### src/rtl/sfw_map.svh
`ifndef SFW_MAP_SVH
`define SFW_MAP_SVH

// ----------------------------------------------------------------------------
// Register map
// ----------------------------------------------------------------------------
`define SFW_CTRL_ADDR      8'h33
`define SFW_CTRL_RESET     8'h7F
`define SFW_ARM_BIT        7
`define SFW_TOP_BIT        6
`define SFW_COUNT_MSB      6

// ----------------------------------------------------------------------------
// Timing
// ----------------------------------------------------------------------------
`define SFW_PRESCALE_CYC   16000
`define SFW_CLK_MHZ        100
`define SFW_RST_PULSE_US   30
`define SFW_RST_PULSE_CYC  (`SFW_RST_PULSE_US * `SFW_CLK_MHZ)

`endif

### src/rtl/sfw_pkg.sv
package sfw_pkg;

	// One Wishbone classic slave request.
	typedef struct packed {
		logic       cyc;
		logic       stb;
		logic       we;
		logic [7:0] adr;
		logic [7:0] dat;
	} sfw_wb_req_t;

	// Reset cycle sequencer states.
	typedef enum logic [1:0] {
		SFW_IDLE  = 2'b01,
		SFW_PULSE = 2'b10
	} sfw_state_t;

endpackage

### src/rtl/sfw_watchdog.sv
// The Wishbone slave port is this design's own decision.
`timescale 1ns/1ps
`include "sfw_map.svh"

module sfw_watchdog #(
	parameter int PRESCALE_CYC  = `SFW_PRESCALE_CYC,
	parameter int RST_PULSE_CYC = `SFW_RST_PULSE_CYC
) (
	// Clock and reset.
	input  wire logic       clk_i,
	input  wire logic       rst_i,
	// Wishbone classic slave.
	input  wire logic       wb_cyc_i,
	input  wire logic       wb_stb_i,
	input  wire logic       wb_we_i,
	input  wire logic [7:0] wb_adr_i,
	input  wire logic [7:0] wb_dat_i,
	input  wire logic [0:0] wb_sel_i,
	output logic      [7:0] wb_dat_o,
	output logic            wb_ack_o,
	// Option settings and core events.
	input  wire logic       hw_watchdog_option_i,
	input  wire logic       sleep_no_reset_option_i,
	input  wire logic       sleep_exec_i,
	// Reset line to the chip reset controller.
	output logic            reset_n_o
);

	// ------------------------------------------------------------------------
	// State
	// ------------------------------------------------------------------------
	localparam int PW = $clog2(PRESCALE_CYC);
	localparam int RW = $clog2(RST_PULSE_CYC + 1);
	localparam logic [7:0] CTRL_RESET = `SFW_CTRL_RESET;

	sfw_pkg::sfw_wb_req_t req;
	sfw_pkg::sfw_state_t  state;
	sfw_pkg::sfw_state_t  next_state;
	logic [PW-1:0]        presc;
	logic [PW-1:0]        next_presc;
	logic [6:0]           count;
	logic [6:0]           next_count;
	logic                 watchdog_arm_bit;
	logic                 next_arm;
	logic [RW-1:0]        pulse_cnt;
	logic [RW-1:0]        next_pulse_cnt;
	logic                 next_ack;
	logic [7:0]           next_dat;
	logic                 tick;
	logic                 armed;
	logic                 wr_ctrl;
	logic                 trigger;
	logic [RW-1:0]        low_cnt;
	logic [RW-1:0]        next_low_cnt;

	// Address decode shared by the write strobe and the read path.
	function automatic logic is_ctrl(input logic [7:0] adr);
		return adr == `SFW_CTRL_ADDR;
	endfunction

	// Bundle the bus request so the decode reads as one unit.
	assign req = '{cyc: wb_cyc_i, stb: wb_stb_i, we: wb_we_i, adr: wb_adr_i,
		dat: wb_dat_i};

	// Only a write with the single byte lane enabled lands in the register.
	// It lands at the edge that takes the request; the master still holds
	// the data until it sees the acknowledge one cycle later.
	assign wr_ctrl = req.cyc && req.stb && !wb_ack_o && req.we && wb_sel_i[0]
		&& is_ctrl(req.adr);

	// The prescaler is never cleared by software, which is why the timeout
	// carries up to one step of uncertainty.
	assign tick = (presc == PW'(PRESCALE_CYC - 1));

	// The hardware option overrides the arm bit entirely.
	assign armed = hw_watchdog_option_i || watchdog_arm_bit;

	// ------------------------------------------------------------------------
	// Reset triggers
	// ------------------------------------------------------------------------
	// Rollover past 40h, a software reset write, or a sleep while armed.
	// The software reset also fires under the hardware option, which arms it.
	always_comb begin
		trigger = 1'b0;
		if (armed && tick && !wr_ctrl && count == 7'h40) begin
			trigger = 1'b1;
		end
		if (wr_ctrl && (req.dat[`SFW_ARM_BIT] || hw_watchdog_option_i)
			&& !req.dat[`SFW_TOP_BIT]) begin
			trigger = 1'b1;
		end
		if (armed && sleep_exec_i && !sleep_no_reset_option_i) begin
			trigger = 1'b1;
		end
	end

	// ------------------------------------------------------------------------
	// Counter and control register
	// ------------------------------------------------------------------------
	// Next values of prescaler, count, arm bit and bus answer.
	always_comb begin
		next_presc = tick ? '0 : presc + PW'(1);
		next_count = count;
		next_arm   = watchdog_arm_bit;
		if (wr_ctrl) begin
			next_count = req.dat[`SFW_COUNT_MSB:0];
			next_arm   = watchdog_arm_bit | req.dat[`SFW_ARM_BIT];
		end else if (tick) begin
			next_count = count - 7'h01;
		end
		next_ack = req.cyc && req.stb && !wb_ack_o;
		next_dat = 8'h00;
		if (is_ctrl(req.adr)) begin
			next_dat = {watchdog_arm_bit, count};
		end
	end

	// Register the counter, control and bus state.
	always_ff @(posedge clk_i) begin
		if (rst_i) begin
			presc            <= '0;
			count            <= CTRL_RESET[`SFW_COUNT_MSB:0];
			watchdog_arm_bit <= CTRL_RESET[`SFW_ARM_BIT];
			wb_ack_o         <= 1'b0;
			wb_dat_o         <= 8'h00;
		end else begin
			presc            <= next_presc;
			count            <= next_count;
			watchdog_arm_bit <= next_arm;
			wb_ack_o         <= next_ack;
			wb_dat_o         <= next_dat;
		end
	end

	// ------------------------------------------------------------------------
	// Reset pulse sequencer
	// ------------------------------------------------------------------------
	// The pulse is held for its full length; the chip reset that it causes
	// will also reset this block, so the pulse must be stretched externally
	// if the reset controller is held by it.
	// A trigger that comes while a pulse runs is dropped, not queued.
	always_comb begin
		next_state     = state;
		next_pulse_cnt = pulse_cnt;
		case (state)
			sfw_pkg::SFW_IDLE: begin
				if (trigger) begin
					next_state     = sfw_pkg::SFW_PULSE;
					next_pulse_cnt = RW'(RST_PULSE_CYC - 1);
				end
			end
			sfw_pkg::SFW_PULSE: begin
				if (pulse_cnt == '0) begin
					next_state = sfw_pkg::SFW_IDLE;
				end else begin
					next_pulse_cnt = pulse_cnt - RW'(1);
				end
			end
			default: begin
				next_state = sfw_pkg::SFW_IDLE;
			end
		endcase
	end

	// Register the sequencer.
	always_ff @(posedge clk_i) begin
		if (rst_i) begin
			state     <= sfw_pkg::SFW_IDLE;
			pulse_cnt <= '0;
		end else begin
			state     <= next_state;
			pulse_cnt <= next_pulse_cnt;
		end
	end

	// Reset line is low only while the pulse is running.
	assign reset_n_o = (state != sfw_pkg::SFW_PULSE);

	// Check helper: cycles spent low so far in the current pulse. It saves a
	// repetition of thousands of cycles in the pulse-length check.
	always_comb begin
		next_low_cnt = reset_n_o ? '0 : low_cnt + RW'(1);
	end

	// Register the check helper.
	always_ff @(posedge clk_i) begin
		if (rst_i) begin
			low_cnt <= '0;
		end else begin
			low_cnt <= next_low_cnt;
		end
	end

	// ------------------------------------------------------------------------
	// Checks
	// ------------------------------------------------------------------------
	// Every check is cut off by the synchronous reset except the reset-value
	// check, which watches the reset itself.
	chk_count_decrement: assert property (@(posedge clk_i) disable iff (rst_i)
		tick && !wr_ctrl |=> count == $past(count) - 7'h01)
		else $error("count did not decrement on tick");

	chk_count_hold: assert property (@(posedge clk_i) disable iff (rst_i)
		!tick && !wr_ctrl |=> $stable(count))
		else $error("count changed without tick or write");

	chk_rollover_reset: assert property (@(posedge clk_i) disable iff (rst_i)
		armed && tick && !wr_ctrl && count == 7'h40 && state == sfw_pkg::SFW_IDLE
		|=> !reset_n_o)
		else $error("rollover did not start reset");

	chk_pulse_length: assert property (@(posedge clk_i) disable iff (rst_i)
		$fell(reset_n_o) |-> !reset_n_o [*8])
		else $error("reset pulse too short");

	chk_arm_sticky: assert property (@(posedge clk_i) disable iff (rst_i)
		watchdog_arm_bit |=> watchdog_arm_bit)
		else $error("arm bit cleared without reset");

	chk_soft_reset: assert property (@(posedge clk_i) disable iff (rst_i)
		wr_ctrl && wb_dat_i[7] && !wb_dat_i[6] && state == sfw_pkg::SFW_IDLE
		|=> !reset_n_o)
		else $error("software reset write ignored");

	chk_sleep_reset: assert property (@(posedge clk_i) disable iff (rst_i)
		armed && sleep_exec_i && !sleep_no_reset_option_i && reset_n_o
		|=> !reset_n_o)
		else $error("sleep while armed did not reset");

	chk_unarmed_quiet: assert property (@(posedge clk_i) disable iff (rst_i)
		!hw_watchdog_option_i && !watchdog_arm_bit && !wr_ctrl && reset_n_o
		|=> reset_n_o)
		else $error("reset raised while disarmed");

	chk_write_load: assert property (@(posedge clk_i) disable iff (rst_i)
		wr_ctrl |=> count == $past(wb_dat_i[6:0]))
		else $error("write did not load count");

	chk_read_data: assert property (@(posedge clk_i) disable iff (rst_i)
		req.cyc && req.stb && !wb_ack_o && req.adr == 8'h33
		|=> wb_dat_o == {$past(watchdog_arm_bit), $past(count)})
		else $error("read data wrong");

	chk_unmapped_read: assert property (@(posedge clk_i) disable iff (rst_i)
		req.cyc && req.stb && !wb_ack_o && !is_ctrl(req.adr)
		|=> wb_dat_o == 8'h00)
		else $error("unmapped read returned data");

	chk_ack_pulse: assert property (@(posedge clk_i) disable iff (rst_i)
		wb_ack_o |=> !wb_ack_o)
		else $error("acknowledge held longer than one cycle");

	chk_reset_value: assert property (@(posedge clk_i)
		rst_i |=> count == 7'h7F && !watchdog_arm_bit && reset_n_o)
		else $error("register not at its reset value after reset");

	chk_count_wrap: assert property (@(posedge clk_i) disable iff (rst_i)
		tick && !wr_ctrl && count == 7'h00 |=> count == 7'h7F)
		else $error("count did not wrap from zero");

	chk_presc_free: assert property (@(posedge clk_i) disable iff (rst_i)
		wr_ctrl && !tick |=> presc == $past(presc) + PW'(1))
		else $error("register write disturbed the prescaler");

	chk_arm_set: assert property (@(posedge clk_i) disable iff (rst_i)
		wr_ctrl && wb_dat_i[7] |=> watchdog_arm_bit)
		else $error("arm bit not set by write");

	chk_pulse_exact: assert property (@(posedge clk_i) disable iff (rst_i)
		reset_n_o && !$past(reset_n_o) |-> low_cnt == RW'(RST_PULSE_CYC))
		else $error("reset pulse length wrong");

	chk_pulse_hold: assert property (@(posedge clk_i) disable iff (rst_i)
		!reset_n_o && pulse_cnt != '0 |=> !reset_n_o)
		else $error("reset pulse ended early");

	chk_hw_rollover: assert property (@(posedge clk_i) disable iff (rst_i)
		hw_watchdog_option_i && !watchdog_arm_bit && tick && !wr_ctrl
		&& count == 7'h40 && reset_n_o |=> !reset_n_o)
		else $error("hardware option did not arm the rollover reset");

	chk_hw_soft_reset: assert property (@(posedge clk_i) disable iff (rst_i)
		hw_watchdog_option_i && wr_ctrl && !wb_dat_i[6] && reset_n_o
		|=> !reset_n_o)
		else $error("hardware option did not arm the software reset");

	chk_sleep_option: assert property (@(posedge clk_i) disable iff (rst_i)
		sleep_exec_i && sleep_no_reset_option_i && !wr_ctrl && !tick && reset_n_o
		|=> reset_n_o)
		else $error("sleep reset despite the no-reset option");

endmodule // sfw_watchdog

### config.mk
export PLATFORM = sky130hd
export DESIGN_NAME = sfw_watchdog
export DESIGN_NICKNAME = d
export VERILOG_FILES = /design/src/rtl/sfw_pkg.sv /design/src/rtl/sfw_watchdog.sv
export VERILOG_INCLUDE_DIRS = /design/src /design/src/rtl
export SDC_FILE = /design/constraint.sdc
export NUM_CORES = 1
export LEC_CHECK = 0
export BUFFER_PORTS_ARGS = -buffer_cell sky130_fd_sc_hd__buf_2
export CELL_PAD_IN_SITES_DETAIL_PLACEMENT = 0
export CELL_PAD_IN_SITES_GLOBAL_PLACEMENT = 1
export CORE_UTILIZATION = 47
export CTS_BUF_LIST = sky130_fd_sc_hd__clkbuf_4
export DETAILED_ROUTE_END_ITERATION = 8
export PLACE_DENSITY = 0.91
export RECOVER_POWER = 50
export SLEW_MARGIN = 15
export SYNTH_ARGS = -nofsm -noshare
export SYNTH_HDL_FRONTEND = slang
export SYNTH_SLANG_ARGS = --single-unit
### constraint.sdc
create_clock -name clk_i -period 3.05 [get_ports clk_i]
set_input_delay 0.1525 -clock clk_i [delete_from_list [all_inputs] [get_ports clk_i]]
set_output_delay 0.1525 -clock clk_i [all_outputs]
set_load 0.1 [all_outputs]
==> impl_metrics.csv <==
group,metric,value,unit
placed_design,dp_hpwl,3180,um
outcome,status,"completed",
critical_path,worstPathCellList,"ha_1 > nand3_1 > nor4_4 > nand4_2 > and2_1 > o311a_1",
timing,min_period,2460,ps
finish,layout.nets,308,
routing,wire_per_inst,13.6,um
finish,nFillCells,429,
timing,hold_viol,0,
global_routing,grt_pass1_vias,1737,
synth,synthFlopType,"dfxtp_1",
synth,synth_top_family_by_area,"simple AND/OR/NAND/NOR gates",
routing,first_iter_violations,148,
run,maxCapViolCount,0,
clock_tree,path_clk_slew,130,ps
die,chipHeight,70.3,um
finish,instances_no_fill,330,
pwr,powerDensity,545,nW/um2
placed_design,port_buffers,34,
timing,finalCritPeriodShare,0.807,
critical_path,cp_slowest_cell,"nor4_4",
global_routing,top_usage_layer,"met2",
clock_tree,root_buffer,"clkbuf_4",
timing,worstMarginPinSlew,1170,ps
routing,vias,1875,
timing,max_freq,406,MHz
timing,max-slew-margin-rel,0.221,
global_routing,grt_max_degree,24,
clock_tree,cts.sinks,45,
synth,yosys.area_share.xor_xnor,0.0520,
finish,fin_util,0.545,
clock_tree,cts_tree,"built",
routing,ant_nets,0,
placed_design,placed_area,2370,um2
global_routing,gr-usage-met3,0.0433,
finish,final_common_cell,"dfxtp_1",
timing,fin_worst_skew,12.1,ps
placed_design,dpl.cell_count,323,
critical_path,crit_path_start,"presc[0]",
synth,seq_area_frac_synth,0.411,
critical_path,worstReg2RegStart,"presc[0]",
critical_path,critPathMaxFanout,11,
global_routing,gr-usage-met1,0.253,
finish,area_growth,9.83,%
die,initial_utilization,0.496,
pwr,leakagePower,0.956,nW
placed_design,place_ws,643,ps
critical_path,cp_data_arrival_time,2700,ps
finish,antenna_cells,0,
timing,setup_viol,0,
timing,slew_viol_final,0,
synth,synth-seq-cells,45,
clock_tree,clk-insertion-delay-late,350,ps
synth,syn_avg_cell_area,8.86,um2
clock_tree,clock_path_buffers,2,
global_routing,overflow,0,
die,ioPinCount,35,
critical_path,cp-start-kind,"register",
critical_path,worst_setup_path_end_kind,"register",
global_routing,grt_use_met2,0.317,
global_routing,grt_pass1_wl,7660,um
synth,synth_edf_count,0,
routing,wl,4480,um
synth,syn-cell-area,2190,um2
clock_tree,cts.repair.resized,0,
routing,dr.pass1.iters,4,
finish,post-route-cell-area,2400,um2
synth,syn_inst,247,
hold_path,hp-start,"wb_dat_i[1]",
critical_path,worstPathRequired,3290,ps
synth,ys_types,57,
timing,rsz0062_at_grt,"false",
synth,synth_compound_area_frac,0.154,
clock_tree,numCtsBuffers,5,
synth,synth_fa_ha_area_frac,0.0286,
timing,tns,0,ps
global_routing,track_usage,0.194,
die,rows,24,
critical_path,critPathMaxStageDelay,660,ps
hold_path,hold_class,"in2reg",
synth,synth-simple-area-share,0.314,
placed_design,place.gp.congestion,0.800,
synth,ys_warn_count,0,
die,chipWidth,70.3,um
finish,final_cell_mix,"dfxtp_1, nor2_1, buf_2, nand2_1, nand3_1",
clock_tree,cts_setup_buffers,0,
routing,viasPerCell,5.68,
synth,synth_mux_area_frac,0,
clock_tree,cts_htree_levels,2,
clock_tree,postCtsHoldBufs,0,
global_routing,grt_antenna_before_repair,0,
timing,final.setup.worst_slack,587,ps
die,coreArea,4410,um2
synth,synthArstFlopShare,0,
die,dieArea,4940,um2
routing,drc,0,
synth,syn-num-nets,277,
critical_path,worstSetupPathType,"reg2reg",
pwr,ir_drop,0.380,mV
finish,drive_above_1_share,0.151,
-- report_power, final --
part           internal, mW  switching (mW)  total, mW  leakage, nW
logic                 0.138           0.210      0.348        0.566
clock network        0.0831           0.185      0.268       0.0247
registers             0.638          0.0553      0.693        0.366
-- critical path: cells and delay by family (launching register included) --
family / cells / cell delay (ps)
AND/OR/NAND/NOR: 4 / 1430
AO/OA/AOI/OAI: 1 / 370
adder cells (fa/ha/maj): 1 / 190
flip-flops: 1 / 370
-- through the flow --
stage | hold WS (ps) | total power, mW
after floorplan | 271 | 0.981
after detailed placement | 366 | 1.05
after CTS | 14.1 | 1.31
after global placement | 358 | 1.05
after global routing | 5.88 | 1.39
final | 20.2 | 1.31
-- final cells by class --
type	instances	area [um2]	share of cell area
tap	52	65.1	0.0271
inverter	8	30.0	0.0125
clock buffer	5	37.5	0.0156
multi-input combinational	183	1200	0.497
timing repair buffer	35	164	0.0682
clock inverter	2	11.3	0.00468
sequential	45	901	0.375
-- metal layers --
| layer | part of all wire | up-vias | wire length [um] |
|---|---|---|---|
| met4 | 0.010 | 0 | 45 |
| met3 | 0.040 | 5 | 177 |
| met5 | 0 | - | 0 |
| li1 | - | 953 | - |
| met2 | 0.45 | 41 | 2020 |
| met1 | 0.50 | 876 | 2240 |
-- cells in the mapped netlist (3+ instances only) --
cell type  instances  area share
inv_1              7       0.012
clkbuf_1           5      0.0086
ha_1               5       0.029
nor3_1             7       0.016
nand4_1            3      0.0086
nor2_1            37       0.063
xor2_1             7       0.028
and2_1             9       0.026
dfxtp_1           45        0.41
nand3_1           11       0.025
a21oi_1            6       0.014
or3_1              3      0.0086
o221a_1            3       0.015
and4_1             3       0.012
and3_1             9       0.026
or2_2              3      0.0086
a221oi_1           3       0.012
o21ai_0            7       0.016
buf_2              4      0.0091
xnor2_1            6       0.024
a211oi_1           4       0.014
nand2_1           16       0.027
-- flip-flops by register name (all words and copies together) (netlist names) --
signal	cells
wb_dat_o	8
count	7
presc	14
state	2
pulse_cnt	12
wb_ack_o	1
watchdog_arm_bit	1
-- final timing paths --
kind,end,slack [ps],cells past startpoint
worst max-delay path,pulse_cnt[6],590,6
worst min-delay path,count[1],20,2
worst max register to register,pulse_cnt[6],590,6
worst min register to register,presc[0],460,1
-- kinds of logic after synthesis --
kind of cell	Yosys count
AO/OA/AOI/OAI	43
XOR/XNOR	13
adder cells (fa/ha/maj)	5
AND/OR/NAND/NOR	122
flip-flops	45
buffers and inverters	19
(Power assumes the default switching activity.)
